`config.mk`:
```
export PLATFORM = sky130hd
export DESIGN_NAME = sis_supervisor
export DESIGN_NICKNAME = d
export VERILOG_FILES = /design/src/sis_pkg.sv /design/src/sis_supervisor.sv
export SDC_FILE = /design/constraint.sdc
export NUM_CORES = 1
export LEC_CHECK = 0
export BUFFER_PORTS_ARGS = -buffer_cell sky130_fd_sc_hd__buf_2
export CORE_ASPECT_RATIO = 0.8
export CORE_MARGIN = 1.5
export CORE_UTILIZATION = 40
export CTS_CLUSTER_SIZE = 25
export DETAILED_ROUTE_END_ITERATION = 10
export PLACE_DENSITY = 0.58
export SLEW_MARGIN = 20
export SYNTH_ARGS = -nofsm -noshare
export SYNTH_HDL_FRONTEND = slang
export SYNTH_SLANG_ARGS = --single-unit
```
`constraint.sdc`:
```
create_clock -name core_clk_in -period 6 [get_ports core_clk_in]
set_clock_uncertainty 0.15 [all_clocks]
set_input_delay 0.3 -clock core_clk_in [delete_from_list [all_inputs] [get_ports core_clk_in]]
set_output_delay 0.3 -clock core_clk_in [all_outputs]
set_load 0.005 [all_outputs]
```
`src/sis_pkg.sv`:
```
// constants and carriers for the shutter interlock supervisor
// assumes a 40 MHz core clock and a synchronous active-high reset
// Functional notes
// - beam modulation passes only while the safety loop is closed
// - closed shutter loop means shutter fitted; shutter works only then
// - shutter driven open or closed following the request level
// - closed indication only when fitted and sensed closed, never during latched faults
// - open indication while fitted shutter is sensed open and no fault is latched
// - latch shutter fault on reported fault or stuck between positions
// - latch over-temperature fault; it shuts the whole system down
// - request high means open, low means closed
// - fault on travel timeout or close requested without closed indication
// - safety loop overrides modulation only; shutter loop disables only the shutter
`default_nettype none
package sis_pkg;
  // travel time allowed, in microseconds
  localparam int unsigned TRAVEL_TIME_US  = 500;
  localparam int unsigned CLK_MHZ         = 40;
  localparam int unsigned TRAVEL_CYC      = TRAVEL_TIME_US * CLK_MHZ;
  localparam int unsigned TMR_W           = 20;
  localparam logic [1:0]  SYNC_RST        = 2'h0;

  typedef enum logic [1:0] {
    SIS_IDLE   = 2'b00,
    SIS_MOVING = 2'b01,
    SIS_FAULT  = 2'b10
  } sis_state_e;

  // synchronised field pins
  typedef struct packed {
    logic safety_loop;
    logic shutter_loop;
    logic open_req;
    logic sense_open;
    logic sense_closed;
    logic shutter_err;
    logic over_temp;
  } sis_pins_s;
endpackage
`default_nettype wire

```
`src/sis_supervisor.sv`:
```
// shutter interlock supervisor: gating, shutter drive, latched faults
// assumes every field input is asynchronous to core_clk_in
// assumes mod_req_in and fault_clr_in come from logic on the same clock
`timescale 1ns/1ps
`default_nettype none
module sis_supervisor #(
  parameter int unsigned TRAVEL_CYC = sis_pkg::TRAVEL_CYC
) (
  input  wire logic               core_clk_in,
  input  wire logic               srst_in,
  input  wire sis_pkg::sis_pins_s pins_in,
  input  wire logic               mod_req_in,
  input  wire logic               fault_clr_in,
  output logic                    mod_en_out,
  output logic                    shutter_drive_out,
  output logic                    shutter_closed_out,
  output logic                    shutter_open_out,
  output logic                    shutter_fault_out,
  output logic                    over_temp_fault_out,
  output logic                    shutdown_out
);
  localparam int W     = $bits(sis_pkg::sis_pins_s);
  localparam int TMR_W = sis_pkg::TMR_W;

  // three-stage synchronisers; a change counts when stages two and three agree
  logic [W-1:0] s1_r, s2_r, s3_r, flt_r;
  logic [W-1:0] agree;
  always_ff @(posedge core_clk_in) begin
    s1_r <= pins_in;
    s2_r <= s1_r;
    s3_r <= s2_r;
  end
  // per-pin agreement of the last two stages
  genvar g;
  generate
    for (g = 0; g < W; g++) begin : g_flt
      assign agree[g] = (s2_r[g] == s3_r[g]);
    end
  endgenerate
  // filtered copy takes a pin only while its two stages agree
  always_ff @(posedge core_clk_in) begin
    if (srst_in) flt_r <= '0;
    else         flt_r <= (flt_r & ~agree) | (s3_r & agree);
  end
  sis_pkg::sis_pins_s p;
  assign p = flt_r;

  sis_pkg::sis_state_e state_r, state_nxt;
  logic [sis_pkg::TMR_W-1:0] tmr_r;
  logic req_r, sh_flt_r, ot_flt_r, mod_r, clo_r, opn_r;

  // decode; shutter loop only gates the shutter, safety loop gates only modulation
  wire fitted      = p.shutter_loop;
  wire any_fault   = sh_flt_r | ot_flt_r;
  wire shut_en     = fitted & ~any_fault;
  wire cmd_open    = p.open_req;
  wire req_change  = shut_en & (cmd_open != req_r);
  wire at_target   = cmd_open ? p.sense_open : p.sense_closed;
  wire tmr_done    = (tmr_r == '0);
  wire travel_bad  = (state_r == sis_pkg::SIS_MOVING) & tmr_done & ~at_target;
  wire settled     = (state_r == sis_pkg::SIS_IDLE) & ~req_change;  // not in the change cycle
  wire close_bad   = settled & ~cmd_open & ~p.sense_closed;
  wire stuck_bad   = settled & ~p.sense_open & ~p.sense_closed;
  wire move_bad    = travel_bad | close_bad | stuck_bad;
  wire sh_flt_set  = (fitted & p.shutter_err) | (shut_en & move_bad);

  // travel sequencer
  always_comb begin
    state_nxt = state_r;
    case (state_r)
      sis_pkg::SIS_IDLE:   if (req_change) state_nxt = sis_pkg::SIS_MOVING;
      sis_pkg::SIS_MOVING: if (at_target & ~req_change) state_nxt = sis_pkg::SIS_IDLE;
      sis_pkg::SIS_FAULT:  if (~any_fault) state_nxt = sis_pkg::SIS_IDLE;
      default:             state_nxt = sis_pkg::SIS_IDLE;
    endcase
    if (any_fault | sh_flt_set | ~fitted) state_nxt = any_fault ? sis_pkg::SIS_FAULT
                                                                 : sis_pkg::SIS_IDLE;
  end

  // timer reload on each commanded change
  always_ff @(posedge core_clk_in) begin
    if (srst_in) begin
      state_r <= sis_pkg::SIS_IDLE;
      tmr_r   <= '0;
      req_r   <= 1'b0;
    end else begin
      state_r <= state_nxt;
      req_r   <= shut_en ? cmd_open : 1'b0;
      if (req_change) tmr_r <= TMR_W'(TRAVEL_CYC);
      else if (!tmr_done) tmr_r <= tmr_r - 1'b1;
    end
  end

  // latched faults; a new event wins over clear
  always_ff @(posedge core_clk_in) begin
    if (srst_in) begin
      sh_flt_r <= 1'b0;
      ot_flt_r <= 1'b0;
    end else begin
      sh_flt_r <= sh_flt_set | (sh_flt_r & ~fault_clr_in);
      ot_flt_r <= p.over_temp | (ot_flt_r & ~fault_clr_in);
    end
  end

  // registered outputs
  always_ff @(posedge core_clk_in) begin
    if (srst_in) begin
      mod_r <= 1'b0;
      clo_r <= 1'b0;
      opn_r <= 1'b0;
    end else begin
      mod_r <= mod_req_in & p.safety_loop & ~any_fault;
      clo_r <= shut_en & p.sense_closed;
      opn_r <= shut_en & p.sense_open;
    end
  end

  assign mod_en_out          = mod_r;
  assign shutter_drive_out   = req_r;
  assign shutter_closed_out  = clo_r;
  assign shutter_open_out    = opn_r;
  assign shutter_fault_out   = sh_flt_r;
  assign over_temp_fault_out = ot_flt_r;
  assign shutdown_out        = sh_flt_r | ot_flt_r;
endmodule
`default_nettype wire

```
-- Yosys cells after proc, flatten, opt, wreduce, memory -nomap -nowiden
Index checks and enable logic that the tools add are counted.
- flip-flop bits (word level): 56
- latch bits: 0
- RAM bits: 0
- ROM bits: 0
- input bits: 11
- output and inout port bits: 7
- word-level logic and storage cells: 81
- memories kept: 0
- add/sub/neg operators: 1
- multiply operators: 0
- div/mod/pow operators: 0
- order comparisons: 0
- equality and inequality tests: 14
- shifts and indexed selects: 0
- multiplexer cells: 9
- bitwise gates (word level): 39
- reductions and logical operators: 5
- operator list (cell ; count):
    $mux W15 ; 2
    $logic_not A20 Y1 ; 1
    $sub A20 B1 Y20 const B ; 1
    $and A1 B1 Y1 ; 18
    $and A7 B7 Y7 ; 2
    $mux W2 ; 5
    $not A1 Y1 ; 9
    $or A1 B1 Y1 ; 8
    $eq A1 B1 Y1 ; 7
    $not A7 Y7 ; 1
    $or A7 B7 Y7 ; 1
    $pmux W2 S3 ; 1
    $reduce_or A2 Y1 ; 2
    $ne A3 B1 Y1 const B ; 1
    $ne A3 B2 Y1 const B ; 1
    $ne A3 B3 Y1 const B ; 1
    $reduce_and A3 Y1 ; 1
    $eq A2 B1 Y1 const B ; 1
    $eq A2 B2 Y1 const B ; 1
    $logic_not A2 Y1 ; 1
    $ne A2 B2 Y1 const B ; 1
    $mux W1 ; 1
    $ne A1 B1 Y1 ; 1

-- Depth between registers and ports, before layout
Gate-level depths: netlist of the first run.
- word-level depth: 16
- depth in mapped cells: 7
- depth with buffers taken out: 7

-- Least setup slack after synthesis of the first run
No wires, ideal clock.
- path type: flip-flop to flip-flop
- start: reg tmr_r[0] (netlist bit)
- end: reg state_r[0]
- library setup time: 0.131 ns
- arrival time: 1.727 ns
- data required time: 5.719 ns
- setup slack: 3.992 ns
- cell stages (with the launch flop): 8
- buffers on the path: 1
- period minus slack after synthesis: 2.008 ns
- cells stage by stage: dfxtp_1 > inv_1 > ha_1 > or3b_2 > or3_1 > buf_2 > o31ai_1 > nor4_1
- word-level cells in the longest chain between the ends: 11
- elaborated cells between the ends (all ways): 14
- classes of those cells: eq/ne: 3; mux: 1; bitwise: 8; reduce/logical: 2
- RTL lines (what ; RTL line ; RTL):
    start: declaration ; sis_supervisor.sv:49 ; logic [sis_pkg::TMR_W-1:0] tmr_r;
    start signal: assignment ; sis_supervisor.sv:89 ; if (req_change) tmr_r <= TMR_W'(TRAVEL_CYC);
    start signal: assignment ; sis_supervisor.sv:90 ; else if (!tmr_done) tmr_r <= tmr_r - 1'b1;
    $logic_not A20 Y1 (*) ; sis_supervisor.sv:59 ; wire tmr_done = (tmr_r == '0);
    $and A1 B1 Y1 (*) (2 in a row) ; sis_supervisor.sv:60 ; wire travel_bad = (state_r == sis_pkg::SIS_MOVING) & tmr_done & ~at_target;
    $or A1 B1 Y1 (*) (2 in a row) ; sis_supervisor.sv:64 ; wire move_bad = travel_bad | close_bad | stuck_bad;
    $and A1 B1 Y1 (*) ; sis_supervisor.sv:65 ; wire sh_flt_set = (fitted & p.shutter_err) | (shut_en & move_bad);
    $or A1 B1 Y1 (*) ; sis_supervisor.sv:65 ;
    $or A1 B1 Y1 (*) (2 in a row) ; sis_supervisor.sv:76 ; if (any_fault | sh_flt_set | ~fitted) state_nxt = any_fault ? sis_pkg::SIS_FAULT
    $ne A3 B1 Y1 (no source line) (tied with other cells) ; n/a ;
    $reduce_and A3 Y1 (no source line) ; n/a ;
    end signal: assignment ; sis_supervisor.sv:83 ; state_r <= sis_pkg::SIS_IDLE;
    end signal: assignment ; sis_supervisor.sv:87 ; state_r <= state_nxt;
    end: declaration ; sis_supervisor.sv:48 ; sis_pkg::sis_state_e state_r, state_nxt;
Every way passes the cells marked *; elsewhere a longest branch is shown, timed or not.
A chain may end at the register's enable or synchronous reset.

-- Worst setup path after layout of the first run
- start: reg tmr_r[11] (netlist bit)
- end: reg tmr_r[8] (netlist bit)
- word-level cells in the longest chain between the ends: 1
- RTL lines (what ; RTL line):
    $logic_not A20 Y1 ; sis_supervisor.sv:59
Every way passes these cells.

==> run_results.csv, run 1 <==
group,metric,value,unit
grt,overflow,0,
run,maxCapViolations,0,
grt,antenna_found_initial,0,
synth,seq_area_frac_synth,56.6,%
power,leakage,0.911,nW
clock_network,clk_transition_reported_paths,0.10,ns
synth,synth_edf_count,0,
sta,setup_viol,0,
sta,max-slew-margin-rel,57.2,%
floorplanning,die_h,66.0,um
power,ir_worst_vdd,0.226,mV
detailed_routing,first_pass_iters,4,
synth,syn_area_per_cell,9.76,um2
place,pre_cts_ws,3.68,ns
cells_and_area,final_nets,241,
clock_network,insertion_delay,0.31,ns
synth,synth_nets,216,
sta,period_minus_slack,2.31,ns
place,gp_congestion,0.808,
detailed_routing,routed-via-count,1436,
sta,rsz0062_at_grt,"false",
sta,tns,0,ns
detailed_routing,drt_iter0_markers,64,
cells_and_area,diodes,0,
sta,fmax,434,MHz
place,port_buffers,17,
worst_setup_path,start_kind,"flip-flop",
min_path,hp-class,"input port to flip-flop",
floorplanning,placeableCoreArea,4680,um2
synth,netlist_area,1980,um2
worst_setup_path,worstPathMaxFanout,12,
grt,grt_pass1_wl,5810,um
synth,syn_inst,203,
floorplanning,fp-row-count,22,
sta,post-route-period-util,38.4,%
floorplanning,dieArea,5390,um2
synth,synth_cell_types,34,
sta,worst_slack,3.69,ns
grt,grt_max_degree,21,
worst_setup_path,end_kind,"flip-flop",
worst_setup_path,crit_arrival,2.34,ns
place,hpwl,2410,um
clock_network,htreeDepth,2,
cells_and_area,drive_gt1_share,13.1,%
cells_and_area,mostFrequentLayoutCells,"56 x dfxtp_1, 20 x nor2_1, 17 x a21oi_1, 17 x buf_2, 15 x nand2_1",
worst_setup_path,required,6.03,ns
clock_network,numCtsBuffers,5,
floorplanning,dieWidth,81.7,um
grt,track_usage,14.6,%
detailed_routing,post-route-drc-count,0,
sta,hold_viol_final,0,
synth,ys.warnings.count,0,
sta,finalMaxSlewViolations,0,
clock_network,clock-sinks,56,
grt,grt_pass1_vias,1235,
detailed_routing,routedWlPerCell,11.8,um
synth,synthArstFlopShare,0,%
floorplanning,initial_core_util,42.4,%
detailed_routing,routed_via_density,4.97,
clock_network,cts_root_buf,"clkbuf_8",
cells_and_area,syn2layout_area_growth,14.5,%
floorplanning,pin_count,18,
cells_and_area,final_common_cell,"dfxtp_1",
clock_network,clk_path_buf_depth,2,
synth,synth_ff_type,"dfxtp_1",
sta,worst_slew_pin_slew,0.637,ns
status,status,"finished clean",
detailed_routing,ant_nets,0,
worst_setup_path,critical_path_class,"flip-flop to flip-flop",
clock_network,post_cts_buffers,0,
power,p_per_area,521,nW/um2
detailed_routing,routed_wl,3400,um
synth,ys_ff_latch,56,
clock_network,cts_tree,"done",
critical path, stage by stage, from the launching register on:
cell and delay, ns:
dfxtp_1 0.36, nor4_2 0.38, nand3_1 0.38, o31ai_1 0.65
or3_1 0.20, a21oi_1 0.06
final cells by class:
class                           count  area, um2
Fill cell                         456       2410
Sequential cell                    56       1120
Multi-Input combinational cell    135        806
Timing Repair Buffer               24        155
Tap cell                           60       75.1
Clock buffer                        6       72.6
Inverter                            6       22.5
Clock inverter                      2       17.5
kinds of logic after synthesis:
group | Yosys count | synth area share (%)
XOR/XNOR | 14 | 6.19
AO/OA/AOI/OAI | 46 | 13.6
adder cells (fa/ha/maj) | 2 | 1.26
buffers and inverters | 12 | 2.78
flip-flops | 56 | 56.6
AND/OR/NAND/NOR | 73 | 19.6
metrics by stage:
stage / hold slack (ns) / util (%) / instances / cell area [um2] / power (mW)
2_1_floorplan: 0.160 / - / 203 / 1980 / 0.911
3_3_place_gp: 0.160 / 45.1 / 274 / 2110 / 0.980
3_5_place_dp: 0.163 / 45.1 / 274 / 2110 / 0.980
4_1_cts: 0.0464 / 48.5 / 289 / 2270 / 1.19
5_1_grt: 0.0487 / 48.5 / 289 / 2270 / 1.29
6_report: 0.0546 / 48.5 / 289 / 2270 / 1.18
cell usage after synthesis, types with 3 or more instances:
master    count  share of area [%]
dfxtp_1      56                 57
nor2_1       20                3.8
a21oi_1      17                4.3
nand2_1      15                2.8
o21ai_0      13                3.3
xor2_1        8                3.5
nor3_1        7                1.8
inv_1         6                1.1
nand3_1       6                1.5
or3_1         6                1.9
xnor2_1       6                2.7
o211ai_1      5                1.9
o31ai_1       5                1.9
nand2b_1      4                1.3
and2_1        3               0.95
layer usage:
layer,share of wire [%],wire length [um],GRT usage (%)
met4,1.6,56,6.99
met2,39,1320,19.6
met3,3.9,131,4.14
met5,0,0,0
met1,56,1890,21.0
worst paths after layout:
check                                 from    endpoint  slack [ns]  cells past startpoint
worst max-delay path             tmr_r[11]    tmr_r[8]        3.69                      5
worst min-delay path            mod_req_in  mod_en_out        0.05                      3
worst max register to register   tmr_r[11]    tmr_r[8]        3.69                      5
worst min register to register     s1_r[5]     s2_r[5]        0.18                      0
where the power goes:
group / internal, mW / switching (mW)
registers: 0.444 / 0.0707
logic: 0.191 / 0.271
clock network: 0.0857 / 0.121
total: 0.721 / 0.463
what timing repair did:
action                                 CTS  global route
endpoints found under the hold margin    7             0
gates resized for setup                  0             0
hold buffers                             7             0
(Power assumes the default switching activity.)
==> run 2: changes to the inputs <==
--- a/config.mk
+++ b/config.mk
@@ -5,6 +5,7 @@
 export SDC_FILE = /design/constraint.sdc
 export NUM_CORES = 1
 export LEC_CHECK = 0
+export ABC_AREA = 1
 export BUFFER_PORTS_ARGS = -buffer_cell sky130_fd_sc_hd__buf_2
 export CORE_ASPECT_RATIO = 0.8
 export CORE_MARGIN = 1.5
==> constraint.sdc (replaced) <==
create_clock -name core_clk_in -period 2.2 [get_ports core_clk_in]
set_clock_uncertainty 0.15 [all_clocks]
set_input_delay 0.11 -clock core_clk_in [delete_from_list [all_inputs] [get_ports core_clk_in]]
set_output_delay 0.11 -clock core_clk_in [all_outputs]
set_load 0.005 [all_outputs]
==> run_results.csv, run 2 <==
group,metric,value,unit
place,port_buffers,17,
synth,syn_area_per_cell,8.95,um2
power,p_per_area,1620,nW/um2
detailed_routing,drt_iter0_markers,86,
grt,met2_usage,21.8,%
sta,max-slew-margin-rel,72.4,%
cells_and_area,mostFrequentLayoutCells,"56 x dfxtp_1, 37 x nor2_1, 36 x nand2_1, 23 x inv_1, 18 x a21oi_1",
sta,worst_slack,0.491,ns
min_path,hp-class,"flip-flop to flip-flop",
detailed_routing,first_pass_iters,5,
clock_network,numCtsBuffers,5,
synth,synth_nets,270,
power,p_total,4.31,mW
worst_setup_path,start_kind,"flip-flop",
sta,tns,0,ns
run,maxCapViolations,0,
power,internal-power,2.34,mW
sta,hold_viol_final,0,
worst_setup_path,r2r-start,"tmr_r[0]",
worst_setup_path,crit_buf_inv,1,
synth,synth.most_common_cell,"dfxtp_1",
min_path,hold_path_depth,0,
clock_network,htreeDepth,2,
synth,yosysTopAreaCell,"dfxtp_1",
synth,synthAdderAreaFrac,1.09,%
clock_network,cts_tree,"done",
cells_and_area,layout.cells.non_filler,368,
cells_and_area,final_nets,302,
detailed_routing,ant_nets,0,
sta,post-route-period-util,77.7,%
cells_and_area,fin_util,48.5,%
place,placed_area,2460,um2
sta,rsz0062_at_grt,"false",
synth,ys.warnings.count,0,
sta,period_minus_slack,1.71,ns
synth,synth_top_family_by_area,"simple AND/OR/NAND/NOR gates",
synth,synth_mux_area_share,0,%
grt,grt_pass1_wl,7400,um
place,gp_congestion,0.793,
synth,synthArstFlopShare,0,%
grt,grt_use_met1,22.4,%
worst_setup_path,required,2.25,ns
floorplanning,pin_count,18,
status,status,"finished clean",
synth,synth_commonest_cells,"56 x dfxtp_1, 37 x nor2_1, 36 x nand2_1",
sta,worst_slew_pin_slew,0.414,ns
synth,synth_edf_count,0,
synth,synth-xor-area-share,2.67,%
cells_and_area,postLayoutCellArea,2660,um2
worst_setup_path,cpPeakStageDelay,0.32,ns
clock_network,post_cts_buffers,0,
worst_setup_path,worstRegToRegCells,7,
worst_setup_path,rrSetupSlack,0.49,ns
detailed_routing,post-route-drc-count,0,
worst_setup_path,worstPathMaxFanout,12,
synth,syn_inst,257,
grt,grt-busiest-layer,"met1",
sta,setup_viol,0,
floorplanning,fp-row-count,24,
worst_setup_path,crit_family,"simple AND/OR/NAND/NOR gates",
clock_network,clk_path_buf_depth,2,
synth,synth.top_cell.area_share,48.7,%
synth,synth_compound_area_share,8.54,%
power,clockPowerShare,13.4,%
power,leakage,1.17,nW
grt,antenna_found_initial,0,
grt,grt_max_degree,19,
place,pre_cts_ws,0.483,ns
synth,seq_area_frac_synth,48.7,%
sta,fmax,585,MHz
worst_setup_path,crit_arrival,1.76,ns
grt,grt_pass1_vias,1636,
floorplanning,dieWidth,87.8,um
floorplanning,placeableCoreArea,5500,um2
power,ir_worst_vdd,0.446,mV
synth,synth_cell_types,37,
cells_and_area,final_common_cell,"dfxtp_1",
detailed_routing,routed_via_density,4.54,
detailed_routing,routed_wl,4250,um
grt,overflow,0,
power,p_switching,1.96,mW
place,dp.cells,349,
grt,track_usage,15.5,%
synth,synth_ff_type,"dfxtp_1",
power,swShare,45.6,%
worst_setup_path,worstPathCellList,"inv_1 -> ha_1 -> nand2_1 -> nor2_1 -> nand3_2 -> nand3_1 -> a21oi_1",
synth,yosys-top-cells-area,"dfxtp_1 49%, nor2_1 6.0%, nand2_1 5.9%",
worst_setup_path,critical-path-slowest-cell,"dfxtp_1",
cells_and_area,diodes,0,
floorplanning,dieArea,6220,um2
synth,synth_simple_gate_area_share,34.2,%
min_path,holdCritStartpoint,"s1_r[4]",
clock_network,cts_root_buf,"clkbuf_8",
grt,gr-usage-met3,4.20,%
cells_and_area,syn2layout_area_growth,15.8,%
cells_and_area,drive_gt1_share,23.8,%
detailed_routing,routed-via-count,1670,
clock_network,clock-sinks,56,
worst_setup_path,end_kind,"flip-flop",
floorplanning,initial_core_util,41.8,%
sta,finalMaxSlewViolations,0,
power,pwr-share-seq,33.9,%
min_path,hold_end,"s2_r[4]",
synth,ys_ff_latch,56,
place,hpwl,3100,um
power,p_comb_share,52.8,%
clock_network,clk_transition_reported_paths,0.10,ns
detailed_routing,routedWlPerCell,11.6,um
worst_setup_path,r2r_end,"tmr_r[11]",
clock_network,insertion_delay,0.31,ns
floorplanning,die_h,70.8,um
sta,timing.hold.ws,0.185,ns
worst_setup_path,critical_path_class,"flip-flop to flip-flop",
synth,netlist_area,2300,um2
[run 2: changes by cell type in the layout (fill, tap and decap cells not counted), sizes merged, moves of 5 or more]
| cell | delta |
|---|---|
| inv | +17 |
| or3 | -6 |
| nor2 | +33 |
| o31ai | -5 |
| nand2 | +29 |
| nand3 | +7 |
| o211ai | -5 |
| nand4 | +8 |
[run 2: cells by family (layout without fill, tap and decap cells)]
family,after synthesis,count (layout)
flip-flops,56,56
buffers and inverters,27,60
XOR/XNOR,7,7
AND/OR/NAND/NOR,131,131
adder cells (fa/ha/maj),2,2
AO/OA/AOI/OAI,34,34
[run 2: repair_timing]
action,in CTS,in global routing
resized for setup,0,0
hold endpoints to repair,18,0
setup endpoints to repair,0,0
hold buffers,11,0
[run 2: worst reg2reg max path, cell delays in order (launching register included)]
cell     delay, ns
dfxtp_1       0.32
inv_1         0.17
ha_1          0.21
nand2_1       0.06
nor2_1        0.13
nand3_2       0.30
nand3_1       0.20
a21oi_1       0.07
[run 2: how the worst max path moves through the flow]
| stage | cells past startpoint | to | slack, ns | from |
|---|---|---|---|---|
| global route | 7 | tmr_r[11] | 0.28 | tmr_r[0] |
| finish | 7 | tmr_r[11] | 0.49 | tmr_r[0] |
| floorplan | 7 | tmr_r[18] | 0.69 | tmr_r[0] |
| detailed placement | 7 | tmr_r[9] | 0.48 | tmr_r[0] |
| global placement | 7 | tmr_r[11] | 0.53 | tmr_r[0] |
| CTS | 7 | tmr_r[9] | 0.48 | tmr_r[0] |
[run 2: routing by layer]
metal  part of all wire, %  routed length, um
met5                     0                  0
met4                   1.3                 55
met3                   3.8                163
met2                    41               1740
met1                    54               2290
[run 2: power groups by stage]
stage / Sequential [mW] / Combinational, mW / Clock [mW]
5_1_grt: 1.49 / 2.54 / 0.634
3_5_place_dp: 1.48 / 2.26 / 0
2_1_floorplan: 1.43 / 1.96 / 0
4_1_cts: 1.46 / 2.29 / 0.596
6_report: 1.46 / 2.27 / 0.576
3_3_place_gp: 1.48 / 2.24 / 0
[run 2: cell type report]
type,count,area (um2)
flip-flops and latches,56,1120
inverters,24,90.1
clock inverters,3,22.5
well taps,78,97.6
repair buffers,28,195
clock buffers,5,68.8
fillers,539,2830
multi-input cells,174,1070
